File: config.mk
export PLATFORM = sky130hd
export DESIGN_NAME = vdis_sequencer
export DESIGN_NICKNAME = d
export VERILOG_FILES = /design/src/rtl/vdis_pkg.sv /design/src/rtl/vdis_delay_tap.sv /design/src/rtl/vdis_sequencer.sv
export SDC_FILE = /design/constraint.sdc
export NUM_CORES = 1
export LEC_CHECK = 0
export BUFFER_PORTS_ARGS = -buffer_cell sky130_fd_sc_hd__buf_2
export CORE_MARGIN = 3
export CORE_UTILIZATION = 50
export DETAILED_ROUTE_END_ITERATION = 8
export GPL_TIMING_DRIVEN = 0
export HOLD_SLACK_MARGIN = 0.02
export PLACE_DENSITY = 0.68
export SLEW_MARGIN = 40
export SYNTH_ARGS = -nofsm -noshare
export SYNTH_HDL_FRONTEND = slang
export SYNTH_SLANG_ARGS = --single-unit
export TNS_END_PERCENT = 30
File: constraint.sdc
create_clock -name i_mclk -period 2.95 [get_ports i_mclk]
set_input_delay 0.1475 -clock i_mclk [delete_from_list [all_inputs] [get_ports i_mclk]]
set_output_delay 0.1475 -clock i_mclk [all_outputs]
set_load 0.01 [all_outputs]
File: src/rtl/vdis_pkg.sv
// Purpose: Shared constants and types for the interleaved video-memory sequencer.
// Assumes: One 20 MHz clock shared with the processor buses.
// Notes:   Strobes toward the memory array are active low, responses active high.
package vdis_pkg;

  // Clock period and transfer-enable window.
  localparam int CLK_PERIOD_NS = 50;
  localparam int XFER_MIN_NS   = 90;
  localparam int XFER_MAX_NS   = 100;
  // Least time rounds up to whole cycles.
  localparam int XFER_CYC      = (XFER_MIN_NS + CLK_PERIOD_NS - 1) / CLK_PERIOD_NS;

  localparam logic [1:0] XFER_CYC_W   = 2'(XFER_CYC);
  localparam logic [1:0] DLY_CNT_MAX  = 2'h3;
  localparam logic [1:0] RAS_HOLD_CYC = 2'h3;
  localparam logic [1:0] BANK0_SCLK   = 2'h1;

  // One-hot sequencer states.
  typedef enum logic [11:0] {
    ST_IDLE  = 12'h001,
    ST_DROW  = 12'h002,
    ST_DCOL  = 12'h004,
    ST_DACC  = 12'h008,
    ST_DDONE = 12'h010,
    ST_WWAIT = 12'h020,
    ST_PC1   = 12'h040,
    ST_PRE2  = 12'h080,
    ST_XROW  = 12'h100,
    ST_XSET  = 12'h200,
    ST_XEND  = 12'h400,
    ST_BURST = 12'h800
  } vdis_seq_type;

  // Decoded request from the processor side.
  typedef struct packed {
    logic valid;
    logic instr;
    logic write;
    logic sel;
    logic addr2;
  } vdis_req_type;

  // Memory array side outputs.
  typedef struct packed {
    logic [1:0] ras_n;
    logic       ras_light_n;
    logic [1:0] cas_n;
    logic       we_n;
    logic       tr_n;
    logic [1:0] sclk;
    logic       mux_col;
    logic       bank_sel;
  } vdis_mem_type;

  // Responses toward the processor.
  typedef struct packed {
    logic data_done;
    logic pipe_rel;
    logic instr_done;
  } vdis_resp_type;

endpackage

File: src/rtl/vdis_delay_tap.sv
// Purpose: Delay element fed by the lightly loaded row strobe copy.
// Assumes: i_ras comes from a register of the sequencer on the same clock.
// Notes:   Steers the column address switch and ends the transfer enable.
`timescale 1ns/1ps
module vdis_delay_tap
(
  // Clock and reset
  input  wire logic i_mclk,
  input  wire logic i_rst,
  // Light row strobe copy
  input  wire logic i_ras,
  // Timed outputs
  output logic      o_mux_col,
  output logic      o_tr_active
);

  typedef struct packed {
    logic [1:0] cnt;
  } vdis_tap_type;

  vdis_tap_type s_r;
  vdis_tap_type s_nxt;

  always_comb
  begin
    s_nxt = s_r;
    if (i_ras)
    begin
      if (s_r.cnt != vdis_pkg::DLY_CNT_MAX)
      begin
        s_nxt.cnt = s_r.cnt + 2'h1;
      end
    end
    else
    begin
      s_nxt.cnt = 2'h0;
    end
  end

  always_ff @(posedge i_mclk or posedge i_rst)
  begin
    if (i_rst)
    begin
      s_r <= '0;
    end
    else
    begin
      s_r <= s_nxt;
    end
  end

  // The switch follows the light copy, not the loaded array strobes.
  assign o_mux_col   = i_ras;
  // Transfer enable spans the delay window from the strobe edge.
  assign o_tr_active = i_ras && (s_r.cnt < vdis_pkg::XFER_CYC_W);

endmodule

File: src/rtl/vdis_sequencer.sv
// Purpose: Cycle sequencer for a two-bank interleaved video-memory block.
// Assumes: Processor buses share i_mclk; requests arrive already decoded.
// Notes:   Refresh and byte-lane write decode live outside this block.
// Operation
// - Load the row strobe at decode end only when this block is selected.
// - Row strobe at row cycle start, then switch mux to column address.
// - Mux switch follows the light strobe copy with no delay; the delay only times transfer enable.
// - Responses to the processor are valid in every clock cycle.
// - A data read takes five cycles: decode, row, column-strobe access.
// - A read decoded in the second precharge state takes six cycles.
// - Read ready comes no earlier than two cycles after the column strobe state.
// - Write ready comes two or three cycles after decode.
// - Write data latched at column strobe; ready after data hold only in the second variant.
// - First vendor variant: write ready inside the column strobe cycle.
// - Second vendor variant: write ready held to the following wait state.
// - A write decoded during the wait state takes at most six cycles.
// - A read decoded during write precharge takes at most eight cycles.
// - First instruction access takes six cycles: decode, transfer, first burst.
// - First instruction access at most nine after write, seven after read.
// - Three cycles separate row strobe from first serial shift clock edge.
// - Transfer enable lasts the delay window, then drops before shift clock.
// - Serial shift clock is combinational from registered state.
// - Each burst instruction is valid one cycle after its shift clock rises.
// - Banks alternate two-cycle bursts, one instruction per cycle overall.
// - Row strobe stays active three cycles once asserted.
// - Pipeline release is given in the column strobe state of a read.
`timescale 1ns/1ps
module vdis_sequencer
(
  // Clock and reset
  input  wire logic                    i_mclk,
  input  wire logic                    i_rst,
  // Processor request and burst continuation
  input  vdis_pkg::vdis_req_type       i_req,
  input  wire logic                    i_ibreq,
  // Static vendor strap, high for the second variant
  input  wire logic                    i_vendor_b,
  // Memory array
  output vdis_pkg::vdis_mem_type       o_mem,
  // Processor responses
  output vdis_pkg::vdis_resp_type      o_resp
);

  typedef struct packed {
    vdis_pkg::vdis_seq_type seq;
    vdis_pkg::vdis_req_type pend;
    logic                   pend_early;
    logic [1:0]             ras_cnt;
    logic                   xfer;
    logic                   first;
    logic                   bank;
    logic                   we;
    logic                   addr2;
    logic                   vend_meta;
    logic                   vend_b;
  } vdis_ctl_type;

  vdis_ctl_type           s_r;
  vdis_ctl_type           s_nxt;
  vdis_pkg::vdis_req_type go_req;
  logic                   accept;
  logic                   go;
  logic                   can_latch;
  logic                   ras;
  logic                   cas_act;
  logic                   mux_col;
  logic                   tr_active;
  logic                   in_prech;

  assign ras     = (s_r.ras_cnt != 2'h0);
  assign accept  = i_req.valid && i_req.sel;
  assign go_req  = s_r.pend.valid ? s_r.pend : i_req;
  // A request seen in the second precharge state waits one more cycle in idle.
  assign go      = ((s_r.seq == vdis_pkg::ST_IDLE) && (s_r.pend.valid || accept)) ||
                   ((s_r.seq == vdis_pkg::ST_PRE2) && s_r.pend.valid && s_r.pend_early);
  // Addresses arriving after the column strobe state, while precharging or during a burst, are held here.
  assign can_latch = (s_r.seq == vdis_pkg::ST_DACC) || (s_r.seq == vdis_pkg::ST_DDONE) ||
                     (s_r.seq == vdis_pkg::ST_WWAIT) || (s_r.seq == vdis_pkg::ST_PC1) ||
                     (s_r.seq == vdis_pkg::ST_PRE2) || (s_r.seq == vdis_pkg::ST_BURST);
  // The array is precharging after a data access, so a new request has to queue.
  assign in_prech  = (s_r.seq == vdis_pkg::ST_WWAIT) || (s_r.seq == vdis_pkg::ST_PC1) ||
                     (s_r.seq == vdis_pkg::ST_PRE2);

  always_comb
  begin
    s_nxt = s_r;
    // The strap is a pin, so it passes two stages before use.
    s_nxt.vend_meta = i_vendor_b;
    s_nxt.vend_b    = s_r.vend_meta;
    if (s_r.ras_cnt != 2'h0)
    begin
      s_nxt.ras_cnt = s_r.ras_cnt - 2'h1;
    end
    if (can_latch && accept && !s_r.pend.valid)
    begin
      s_nxt.pend       = i_req;
      s_nxt.pend_early = (s_r.seq != vdis_pkg::ST_PRE2);
    end
    if (go)
    begin
      s_nxt.ras_cnt    = vdis_pkg::RAS_HOLD_CYC;
      s_nxt.xfer       = go_req.instr;
      s_nxt.we         = go_req.write && !go_req.instr;
      s_nxt.addr2      = go_req.addr2;
      s_nxt.pend.valid = 1'b0;
      s_nxt.seq        = go_req.instr ? vdis_pkg::ST_XROW : vdis_pkg::ST_DROW;
    end
    else
    begin
      case (s_r.seq)
        vdis_pkg::ST_IDLE:
        begin
          s_nxt.seq = vdis_pkg::ST_IDLE;
        end
        vdis_pkg::ST_DROW:
        begin
          s_nxt.seq = vdis_pkg::ST_DCOL;
        end
        vdis_pkg::ST_DCOL:
        begin
          s_nxt.seq = s_r.we ? vdis_pkg::ST_WWAIT : vdis_pkg::ST_DACC;
        end
        vdis_pkg::ST_DACC:
        begin
          s_nxt.seq = vdis_pkg::ST_DDONE;
        end
        vdis_pkg::ST_DDONE:
        begin
          s_nxt.seq = vdis_pkg::ST_PRE2;
        end
        vdis_pkg::ST_WWAIT:
        begin
          s_nxt.seq = vdis_pkg::ST_PC1;
        end
        vdis_pkg::ST_PC1:
        begin
          s_nxt.seq = vdis_pkg::ST_PRE2;
        end
        vdis_pkg::ST_PRE2:
        begin
          s_nxt.seq = vdis_pkg::ST_IDLE;
        end
        vdis_pkg::ST_XROW:
        begin
          s_nxt.seq = vdis_pkg::ST_XSET;
        end
        vdis_pkg::ST_XSET:
        begin
          s_nxt.seq = vdis_pkg::ST_XEND;
        end
        vdis_pkg::ST_XEND:
        begin
          s_nxt.seq   = vdis_pkg::ST_BURST;
          s_nxt.first = 1'b1;
          s_nxt.bank  = 1'b0;
        end
        vdis_pkg::ST_BURST:
        begin
          // Each bank gets two cycles; toggling every cycle interleaves them.
          s_nxt.first = 1'b0;
          s_nxt.bank  = ~s_r.bank;
          if (!s_r.first && !i_ibreq)
          begin
            s_nxt.seq = vdis_pkg::ST_IDLE;
          end
        end
        default:
        begin
          s_nxt.seq = vdis_pkg::ST_IDLE;
        end
      endcase
    end
  end

  always_ff @(posedge i_mclk or posedge i_rst)
  begin
    if (i_rst)
    begin
      s_r     <= '0;
      s_r.seq <= vdis_pkg::ST_IDLE;
    end
    else
    begin
      s_r <= s_nxt;
    end
  end

  vdis_delay_tap u_tap
  (
    .i_mclk      (i_mclk),
    .i_rst       (i_rst),
    .i_ras       (ras),
    .o_mux_col   (mux_col),
    .o_tr_active (tr_active)
  );

  // No column strobe during a row transfer; the serial port needs none.
  // A read keeps the column strobe on until its data has been taken.
  assign cas_act = (s_r.seq == vdis_pkg::ST_DCOL) ||
                   (!s_r.we && ((s_r.seq == vdis_pkg::ST_DACC) || (s_r.seq == vdis_pkg::ST_DDONE)));

  always_comb
  begin
    o_mem.ras_n       = {2{~ras}};
    o_mem.ras_light_n = ~ras;
    // Writes strobe only the bank that address bit two selects.
    o_mem.cas_n[0]    = ~(cas_act && (!s_r.we || !s_r.addr2));
    o_mem.cas_n[1]    = ~(cas_act && (!s_r.we || s_r.addr2));
    // Write enable is set up ahead of the column strobe edge that latches data.
    o_mem.we_n        = ~(s_r.we && ((s_r.seq == vdis_pkg::ST_DROW) || (s_r.seq == vdis_pkg::ST_DCOL)));
    o_mem.tr_n        = ~(s_r.xfer && tr_active);
    o_mem.sclk[0]     = (s_r.seq == vdis_pkg::ST_BURST) && !s_r.bank;
    o_mem.sclk[1]     = (s_r.seq == vdis_pkg::ST_BURST) && s_r.bank;
    o_mem.mux_col     = mux_col;
    o_mem.bank_sel    = s_r.bank;
  end

  // Responses are decoded from registers so they are defined every cycle.
  always_comb
  begin
    o_resp.data_done  = ((s_r.seq == vdis_pkg::ST_DDONE) && !s_r.we) ||
                        (s_r.we && (s_r.seq == vdis_pkg::ST_DCOL) && !s_r.vend_b) ||
                        (s_r.we && (s_r.seq == vdis_pkg::ST_WWAIT) && s_r.vend_b);
    o_resp.pipe_rel   = (s_r.seq == vdis_pkg::ST_DCOL) && !s_r.we;
    o_resp.instr_done = (s_r.seq == vdis_pkg::ST_BURST) && !s_r.first;
  end
endmodule

# Word level (Yosys, flattened, before mapping)
# Index checks and enable logic that the tools add are counted.
totals:
  ff_bits: 29
  elab_cells: 105
  input_bits: 9
  output_inout_bits: 14
op_classes:
  magnitude_cmp: 1
  n_reduce_logical: 50
  addsub: 2
  n_eq_ne: 16
  muxes: 13
  bitwise: 7
ops:
  columns: ["operator", "n"]
  rows:
  - ["12-bit one-hot mux with 9 select lines", 1]
  - ["12-bit 2-to-1 mux", 2]
  - ["1-bit logical AND", 23]
  - ["1-bit logical OR", 13]
  - ["12-bit by 1-bit == test with 1-bit output (second input constant)", 1]
  - ["12-bit by 10-bit == test with 1-bit output (second input constant)", 1]
  - ["12-bit by 11-bit == test with 1-bit output (second input constant)", 1]
  - ["12-bit == test (second input constant)", 1]
  - ["12-bit by 2-bit == test with 1-bit output (second input constant)", 1]
  - ["12-bit by 3-bit == test with 1-bit output (second input constant)", 1]
  - ["12-bit by 4-bit == test with 1-bit output (second input constant)", 1]
  - ["12-bit by 5-bit == test with 1-bit output (second input constant)", 1]
  - ["12-bit by 6-bit == test with 1-bit output (second input constant)", 1]
  - ["12-bit by 7-bit == test with 1-bit output (second input constant)", 1]
  - ["12-bit by 8-bit == test with 1-bit output (second input constant)", 1]
  - ["12-bit by 9-bit == test with 1-bit output (second input constant)", 1]
  - ["6-bit 2-to-1 mux", 2]
  - ["12-bit by 8-bit != test with 1-bit output (second input constant)", 1]
  - ["9-bit 2-to-1 mux", 1]
  - ["1-bit logical NOT", 8]
  - ["2-bit nonzero test", 4]
  - ["1-bit NOT", 7]
  - ["2-bit 2-to-1 mux", 3]
  - ["4-bit 2-to-1 mux", 1]
  - ["other kinds (11)", 11]

# Logic depth before layout (Yosys ltp)
# Gate-level depths: netlist (run 1).
depth:
  depth_word: 10
  depth_mapped: 6
  depth_no_buf: 5

# Hierarchy
# A second synthesis (run 1) with hierarchy kept.
unflattened:
  hier_cells: 159
  hier_area_um2: 1552.7
modules_own_cells:
  columns: ["mod", "area_per_inst_um2", "instances", "seq_area_each_um2", "cells_per_inst"]
  rows:
  - ["vdis_sequencer", 1441.4, 1, 651.9, 149]
  - ["vdis_delay_tap", 111.4, 1, 50.0, 10]

# Least setup slack after synthesis (run 1)
# OpenSTA, ideal clock, no wires.
synth_path:
  path_kind: "register to register"
  from: "register s_r[19] in the netlist's numbering"
  to: "register s_r[10] in the netlist's numbering"
  path_stages_with_launch: 7
  slack_ps: 1036
  path_buffers: 1
  t_arrival_ps: 1786
  setup_time_ps: 128
  t_required_ps: 2822
  period_less_slack_ps: 1914
  cell_sequence: "dfrtp_1 -> buf_4 -> nor4b_2 -> nor2_1 -> a2111oi_2 -> o21ai_2 -> mux2_1"
synth_via:
  elab_chain_len: 8
  elab_cells_between_ends: 13
  classes_between: "6 x eq/ne; 7 x reduce/logical"
synth_rtl:
  columns: ["item", "line", "source"]
  rows:
  - ["from (decl)", "vdis_sequencer.sv:58", "vdis_ctl_type s_r;"]
  - ["from (signal assigned)", "vdis_sequencer.sv:184", "s_r <= s_nxt;"]
  - ["12-bit by 4-bit == test with 1-bit output or 12-bit by 5-bit == test with 1-bit output (tied branches)", "vdis_sequencer.sv:77", "assign can_latch = (s_r.seq == vdis_pkg::ST_DACC) || (s_r.seq == vdis_pkg::ST_DDONE) ||"]
  - ["1-bit logical OR (2 in series)", "vdis_sequencer.sv:77", null]
  - ["1-bit logical OR (2 in series)", "vdis_sequencer.sv:78", "(s_r.seq == vdis_pkg::ST_WWAIT) || (s_r.seq == vdis_pkg::ST_PC1) ||"]
  - ["1-bit logical OR (*)", "vdis_sequencer.sv:79", "(s_r.seq == vdis_pkg::ST_PRE2) || (s_r.seq == vdis_pkg::ST_BURST);"]
  - ["1-bit logical AND (*) (2 in series)", "vdis_sequencer.sv:94", "if (can_latch && accept && !s_r.pend.valid)"]
# Mark *: on every way between the ends. The rest lies on a longest branch, timed or not.
# A chain may end at the register's enable or synchronous reset.

==> out/results.ini, run 1 <==
[status]
status = finished, final reports clean

[synthesis]
seq_area_frac_synth_pct = 43.86
ys.flop_type = dfrtp_1
yosysWarnings = 0
syn-cell-area_um2 = 1600
syn_inst = 167
syn_nets = 178
async_reset_ff_share_pct = 100.0
syn_area_per_cell_um2 = 9.583
synth_edf_count = 0
ys_types = 48
ys_ff_latch = 28

[layout]
finalNetCount = 207
synthToLayoutAreaGrowth_pct = 13.68
diodes = 0
drive_gt1_share_pct = 25.64
fin_area_um2 = 1819
finish.utilization_pct = 62.73

[sta]
slew_headroom_pct = 61.15
period_needed_ns = 2.358
finalHoldViolations = 0
tns_ns = 0
fin_ws_ns = 0.5925
fmaxAchievable_mhz = 424.2
fin_crit_sh_pct = 79.92
skew_ns = 0.006326
grt_setup_unrepaired = no
setup_viol = 0
drv_slew = 0
tightest_slew_ns = 0.5819

[critical_path]
crit_fanout = 9
critPathCaptureType = output port
critPathSlowestCell = nor4_2
cp.required_ns = 2.80
startpoint_type = register
cpPeakStageDelay_ns = 0.44
criticalPathCategory = register to output port
cp.arrival_ns = 2.21
crit_chain = clkbuf_1 > nor4_2 > nand3_1 > nor3b_2 > and2_1 > buf_2

[detailed_routing]
postRouteAntennaNets = 0
routed_wl_mm = 2.963
routedWlPerCell_um = 12.50
drt_iter0_markers = 74
vias = 1251
avgViaCountPerCell = 5.278
drc_errors = 0
first_pass_iters = 4

[worst_hold_path]
hold_path_class = input pin to register

[global_routing]
grt-ovfl-total = 0
grt_max_degree = 29
grt_pass1_vias = 1181
grt_pass1_wl_mm = 5.326
antenna_found_initial = 0
grt_util_all_layers_pct = 16.50

[power_and_ir_drop]
switching_power_mw = 0.3328
irDropWorstVdd_uv = 383.3
combPwrFrac_pct = 32.6
swShare_pct = 32.93
seqPwrFrac_pct = 49.0
leakagePower_nw = 0.8569
p_per_area_nw_per_um2 = 555.5
total_power_mw = 1.011
internal_power_mw = 0.6778
p_clk_share_pct = 18.4

[floorplan]
coreArea_um2 = 2900
die_area_um2 = 3916
die_h_um = 62.58
die_x_um = 62.58
start_util_pct = 55.18
std_cell_rows = 19
ios = 23

[clock_network]
cts.sink_count = 28
clock_path_buffers = 2
cts_tree = yes
insertion_delay_ns = 0.32
cts_made_buffers = 3
cts_root_buf = clkbuf_4
cts.clk_slew.worst_paths_ns = 0.15
postCtsSetupBuffers = 0
clock_tree.htree_level_count = 1

[placement]
port_buffers = 22
dp_slack_ns = 0.7678
dp_hpwl_mm = 2.272
routabilityCongestion = 0.7838
placed_area_um2 = 1763

[flow_run]
drv_cap = 0

==> path summary, 6_finish.rpt <==
kind | from | endpoint | slack, ns | cells past startpoint
worst max-delay path | s_r[17] | o_mem[3] | 0.59 | 6
worst min-delay path | i_req[0] | s_r[10] | 0.03 | 2
worst max register to register | s_r[17] | s_r[12] | 0.76 | 6
worst min register to register | s_nxt[0] | s_r[0] | 0.37 | 0
max in group asynchronous | i_rst | s_r[15] | 2.15 | 3
min in group asynchronous | i_rst | s_r[2] | 0.42 | 3
==> power by group through the flow <==
stage	combinational [mW]	clock, mW	sequential (mW)
after floorplan	0.242	0	0.491
after global placement	0.308	0	0.497
after detailed placement	0.333	0	0.505
after CTS	0.337	0.193	0.497
after global routing	0.376	0.203	0.506
final	0.329	0.186	0.495
==> through the flow <==
stage / hold slack (ns) / std cells
2_1_floorplan: 0.1789 / 167
3_3_place_gp: 0.2572 / 231
3_5_place_dp: 0.2509 / 231
4_1_cts: 0.02390 / 237
5_1_grt: 0.02924 / 237
6_report: 0.03107 / 237
==> layout by cell type, fill, tap and decap left out, types with 4 or more instances in the layout <==
cell type,n
a21oi_1,5
buf_2,24
buf_4,5
clkbuf_1,5
dfrtp_1,27
inv_1,10
mux2_1,4
mux2i_1,4
nand2_1,13
nor2_1,20
nor3_1,4
nor4_1,5
o21ai_0,10
xor2_1,4
==> synthesized netlist by cell type, types with 2 or more instances <==
cell type   n  area [um^2]
mux2_1      4        45.04
nand2b_1    3        18.77
o21ai_0    10        50.05
nor3b_1     2        15.01
xor2_1      4        35.03
buf_4       5        37.54
o21a_1      2        15.01
nand3_1     3        15.01
mux2_2      2        22.52
nor2b_1     3        18.77
nor4_1      5        31.28
a21oi_1     5        25.02
dfrtp_1    27        675.7
o211ai_1    3        22.52
nor3_1      4        20.02
ha_1        2        25.02
buf_2       2        10.01
clkbuf_1    5        18.77
nand2_1    13        48.80
nor4_4      2        42.54
xnor2_1     2        17.52
nor2_1     20        75.07
mux2i_1     4        40.04
inv_1      11        41.29
==> what timing repair did <==
action / CTS / global route
hold endpoints to repair: 28 / 0
hold buffers: 2 / 0
gates resized for setup: 0 / 0
==> flip-flops by register name (all words and copies together), names as in the netlist <==
register and flops:
o_mem 1, u_tap.s_r 2, s_r 24, s_nxt 1
==> routing by layer <==
layer	track usage, %	up-vias	routed length [um]
li1	-	636	-
met1	21.38	596	1345
met2	28.50	17	1522
met3	2.158	2	78
met4	5.234	0	17
met5	0	-	0
==> cells by family after synthesis <==
group / count (synthesis) / share of synthesized area, %
fa+ha+maj: 2 / 1.563
xor+xnor: 6 / 3.284
flops: 28 / 43.86
buf+inv: 24 / 7.428
compound gates: 31 / 13.45
mux: 10 / 6.724
simple gates: 66 / 23.69
==> final cells by class <==
class | instances | area [um^2]
plain buffers | 13 | 77.57
clock buffers | 4 | 36.28
fillers | 279 | 1081
inverters | 11 | 41.29
multi-input cells | 115 | 779.5
flip-flops and latches | 28 | 701.9
well taps | 42 | 52.55
repair buffers | 24 | 130.1
==> critical path: cells and delay by family, from the launching register on <==
kind | cells | cell delay [ns]
buffers and inverters | 2 | 0.33
AND/OR/NAND/NOR | 4 | 1.19
flip-flops | 1 | 0.39
No activity file was read; power rests on OpenSTA's default activity.
==> run 2: changes to the inputs <==
--- a/config.mk
+++ b/config.mk
@@ -5,13 +5,14 @@
 export SDC_FILE = /design/constraint.sdc
 export NUM_CORES = 1
 export LEC_CHECK = 0
+export ABC_AREA = 1
 export BUFFER_PORTS_ARGS = -buffer_cell sky130_fd_sc_hd__buf_2
 export CORE_MARGIN = 3
 export CORE_UTILIZATION = 50
 export DETAILED_ROUTE_END_ITERATION = 8
 export GPL_TIMING_DRIVEN = 0
 export HOLD_SLACK_MARGIN = 0.02
-export PLACE_DENSITY = 0.68
+export PLACE_DENSITY = 0.71
 export SLEW_MARGIN = 40
 export SYNTH_ARGS = -nofsm -noshare
 export SYNTH_HDL_FRONTEND = slang
==> constraint.sdc (replaced) <==
create_clock -name i_mclk -period 2 [get_ports i_mclk]
set_input_delay 0.1 -clock i_mclk [delete_from_list [all_inputs] [get_ports i_mclk]]
set_output_delay 0.1 -clock i_mclk [all_outputs]
set_load 0.01 [all_outputs]
==> out/results.ini, run 2 <==
[critical_path]
crit_top_cell = nor2_4
cp.required_ns = 1.90
critPathLaunch = s_r[23]
cp.arrival_ns = 1.78
criticalPathCategory = register to output port
cpPeakStageDelay_ns = 0.45
critPathCaptureType = output port
crit_fanout = 6
startpoint_type = register
critPathSlowestCell = dfrtp_1
crit_chain = nor2_4 > nand2_4 > nor2_4 > nand2_1 > o311ai_1 > buf_2
r2r_start = s_r[23]

[layout]
largest_reg_flops = 24
finish.utilization_pct = 62.13
top_regs = s_r x24, u_tap.s_r x2
regMostFlops = s_r
synthToLayoutAreaGrowth_pct = 16.86
final_cell_mix = nand2_1 (28), dfrtp_1 (27), inv_1 (25)
multi_input_area_um2 = 646.9
drive_gt1_share_pct = 28.64
final_common_cell = nand2_1
num-fill-cells = 242
diodes = 0
regArea_um2 = 701.9
finalNetCount = 211

[sta]
drv_slew = 0
fmaxAchievable_mhz = 531.2
finalHoldViolations = 0
setup_viol = 0
skew_ns = 0.007961
tns_ns = 0
fin_crit_sh_pct = 94.13
tightest_slew_ns = 0.5742
grt_setup_unrepaired = no
period_needed_ns = 1.883
slew_headroom_pct = 61.66

[synthesis]
seq_area_frac_synth_pct = 47.06
synth_top_family_by_area = simple AND/OR/NAND/NOR gates
ys_top_cells_by_count = nand2_1 (28), dfrtp_1 (27), inv_1 (26), nor2_1 (17), nand4_1 (9)
netlist_top_cells_area = dfrtp_1 (45%), nand2_1 (7.0%), inv_1 (6.5%), nor2_4 (6.0%), nor2_1 (4.3%)
synthSimpleGateAreaFrac_pct = 32.63
syn_nets = 179
synth-compound-area-share_pct = 6.460
syn-cell-area_um2 = 1491
synth_edf_count = 0
async_reset_ff_share_pct = 100.0
synth_adder_area_share_pct = 1.678
yosysWarnings = 0
synth_xor_area_share_pct = 0.5872
syn_inst = 168
ys.flop_type = dfrtp_1
muxShareOfSynthArea_pct = 2.013
ys_types = 29
synth_top_cell_by_area = dfrtp_1
ys_ff_latch = 28
syn_area_per_cell_um2 = 8.878
yosysMostFrequentCell = nand2_1
synth_top_cell_area_share_pct = 45.30

[detailed_routing]
first_pass_iters = 4
avgViaCountPerCell = 5.087
routed_wl_mm = 2.699
vias = 1170
postRouteAntennaNets = 0
drc_errors = 0
drt_iter0_markers = 50
routedWlPerCell_um = 11.73

[global_routing]
grt_util_all_layers_pct = 16.76
grt_pass1_vias = 1053
antenna_found_initial = 0
grt-ovfl-total = 0
grt_pass1_wl_mm = 4.650
grt_max_degree = 29

[power_and_ir_drop]
irDropWorstVdd_uv = 524.2
leakagePower_nw = 0.9310
p_per_area_nw_per_um2 = 866.7

[floorplan]
die_x_um = 60.62
start_util_pct = 53.17
std_cell_rows = 19
die_area_um2 = 3674
ios = 23
die_h_um = 60.62
coreArea_um2 = 2805

[clock_network]
cts.clk_slew.worst_paths_ns = 0.15
cts.sink_count = 28
insertion_delay_ns = 0.34
cts_resized = 0
cts_root_buf = clkbuf_4
clock_path_buffers = 2
cts_made_buffers = 3
clock_tree.htree_level_count = 1
cts_tree = yes

[placement]
port_buffers = 22
dp_hpwl_mm = 1.993
routabilityCongestion = 0.7978

[flow_run]
drv_cap = 0

[worst_hold_path]
min_from = i_ibreq
hold_path_class = input pin to register

[status]
status = finished, final reports clean

[run 2: changes by cell type after synthesis, sizes merged, moves of 4 or more]
cell / previous run / this run
nand3: 3 / 7
mux2: 6 / 0
nor2: 20 / 27
inv: 11 / 28
nand2: 14 / 37
buf: 8 / 4
nor4: 8 / 0
nand4: 1 / 9
[run 2: cell families (layout without fill, tap and decap cells)]
group	Yosys count	in the layout
AOI/OAI and AO/OA	16	16
xor gates and xnor gates	1	1
adders and majority gates	2	2
buffers and inverters	34	65
DFF	28	28
muxes	3	3
and+or+nand+nor	84	84
[run 2: what timing repair did]
action / in CTS / in global routing
hold buffers: 5 / 0
buffers inserted: 0 / 0
hold endpoints to repair: 31 / 0
[run 2: worst paths after layout]
path	to	slack, ns	cells after the start
setup / recovery	o_resp[2]	0.12	6
max in group asynchronous	u_tap.s_r[0]	1.27	3
setup reg to reg	s_r[12]	0.48	10
hold / removal	s_r[26]	0.06	3
hold reg to reg	s_r[0]	0.37	0
min in group asynchronous	o_mem[0]	0.35	3
[run 2: per-layer routing]
metal,routed length [um],track usage [%]
met1,1208,21.44
met2,1397,29.01
met3,57,2.553
met4,36,5.573
met5,0,0
[run 2: power by group]
group          switching [mW]  leakage [nW]  total [mW]  internal (mW)
Sequential             0.0490         0.366       0.699          0.650
Combinational           0.245         0.538       0.434          0.190
Clock                   0.174        0.0279       0.377          0.203
Total                   0.468         0.931        1.51           1.04
[run 2: layout make-up]
cell class	instances	share of cell area [%]
Sequential cell	28	40.27
Multi-Input combinational cell	106	37.11
Timing Repair Buffer	27	9.189
Inverter	28	6.030
Tap cell	31	2.225
Buffer	6	2.154
Clock inverter	1	1.723
Clock buffer	3	1.292
[run 2: stage by stage]
stage                     hold WS [ns]  setup WS, ns  instances  instance area, um^2  power, mW
after floorplan                 0.1314        0.6262        168                 1491      1.028
after global placement          0.2079        0.5355        221                 1640      1.121
after detailed placement        0.2050        0.5019        221                 1640      1.144
after CTS                      0.05325       0.09876        230                 1743      1.530
after global routing           0.07828       0.01021        230                 1743      1.621
final                          0.06077        0.1174        230                 1743      1.511
[run 2: worst max-delay path: cells and delay by family (launching register included)]
| family | cells | cell delay [ns] |
|---|---|---|
| simple gates | 4 | 0.58 |
| flops | 1 | 0.45 |
| compound gates | 1 | 0.24 |
| buf+inv | 1 | 0.17 |
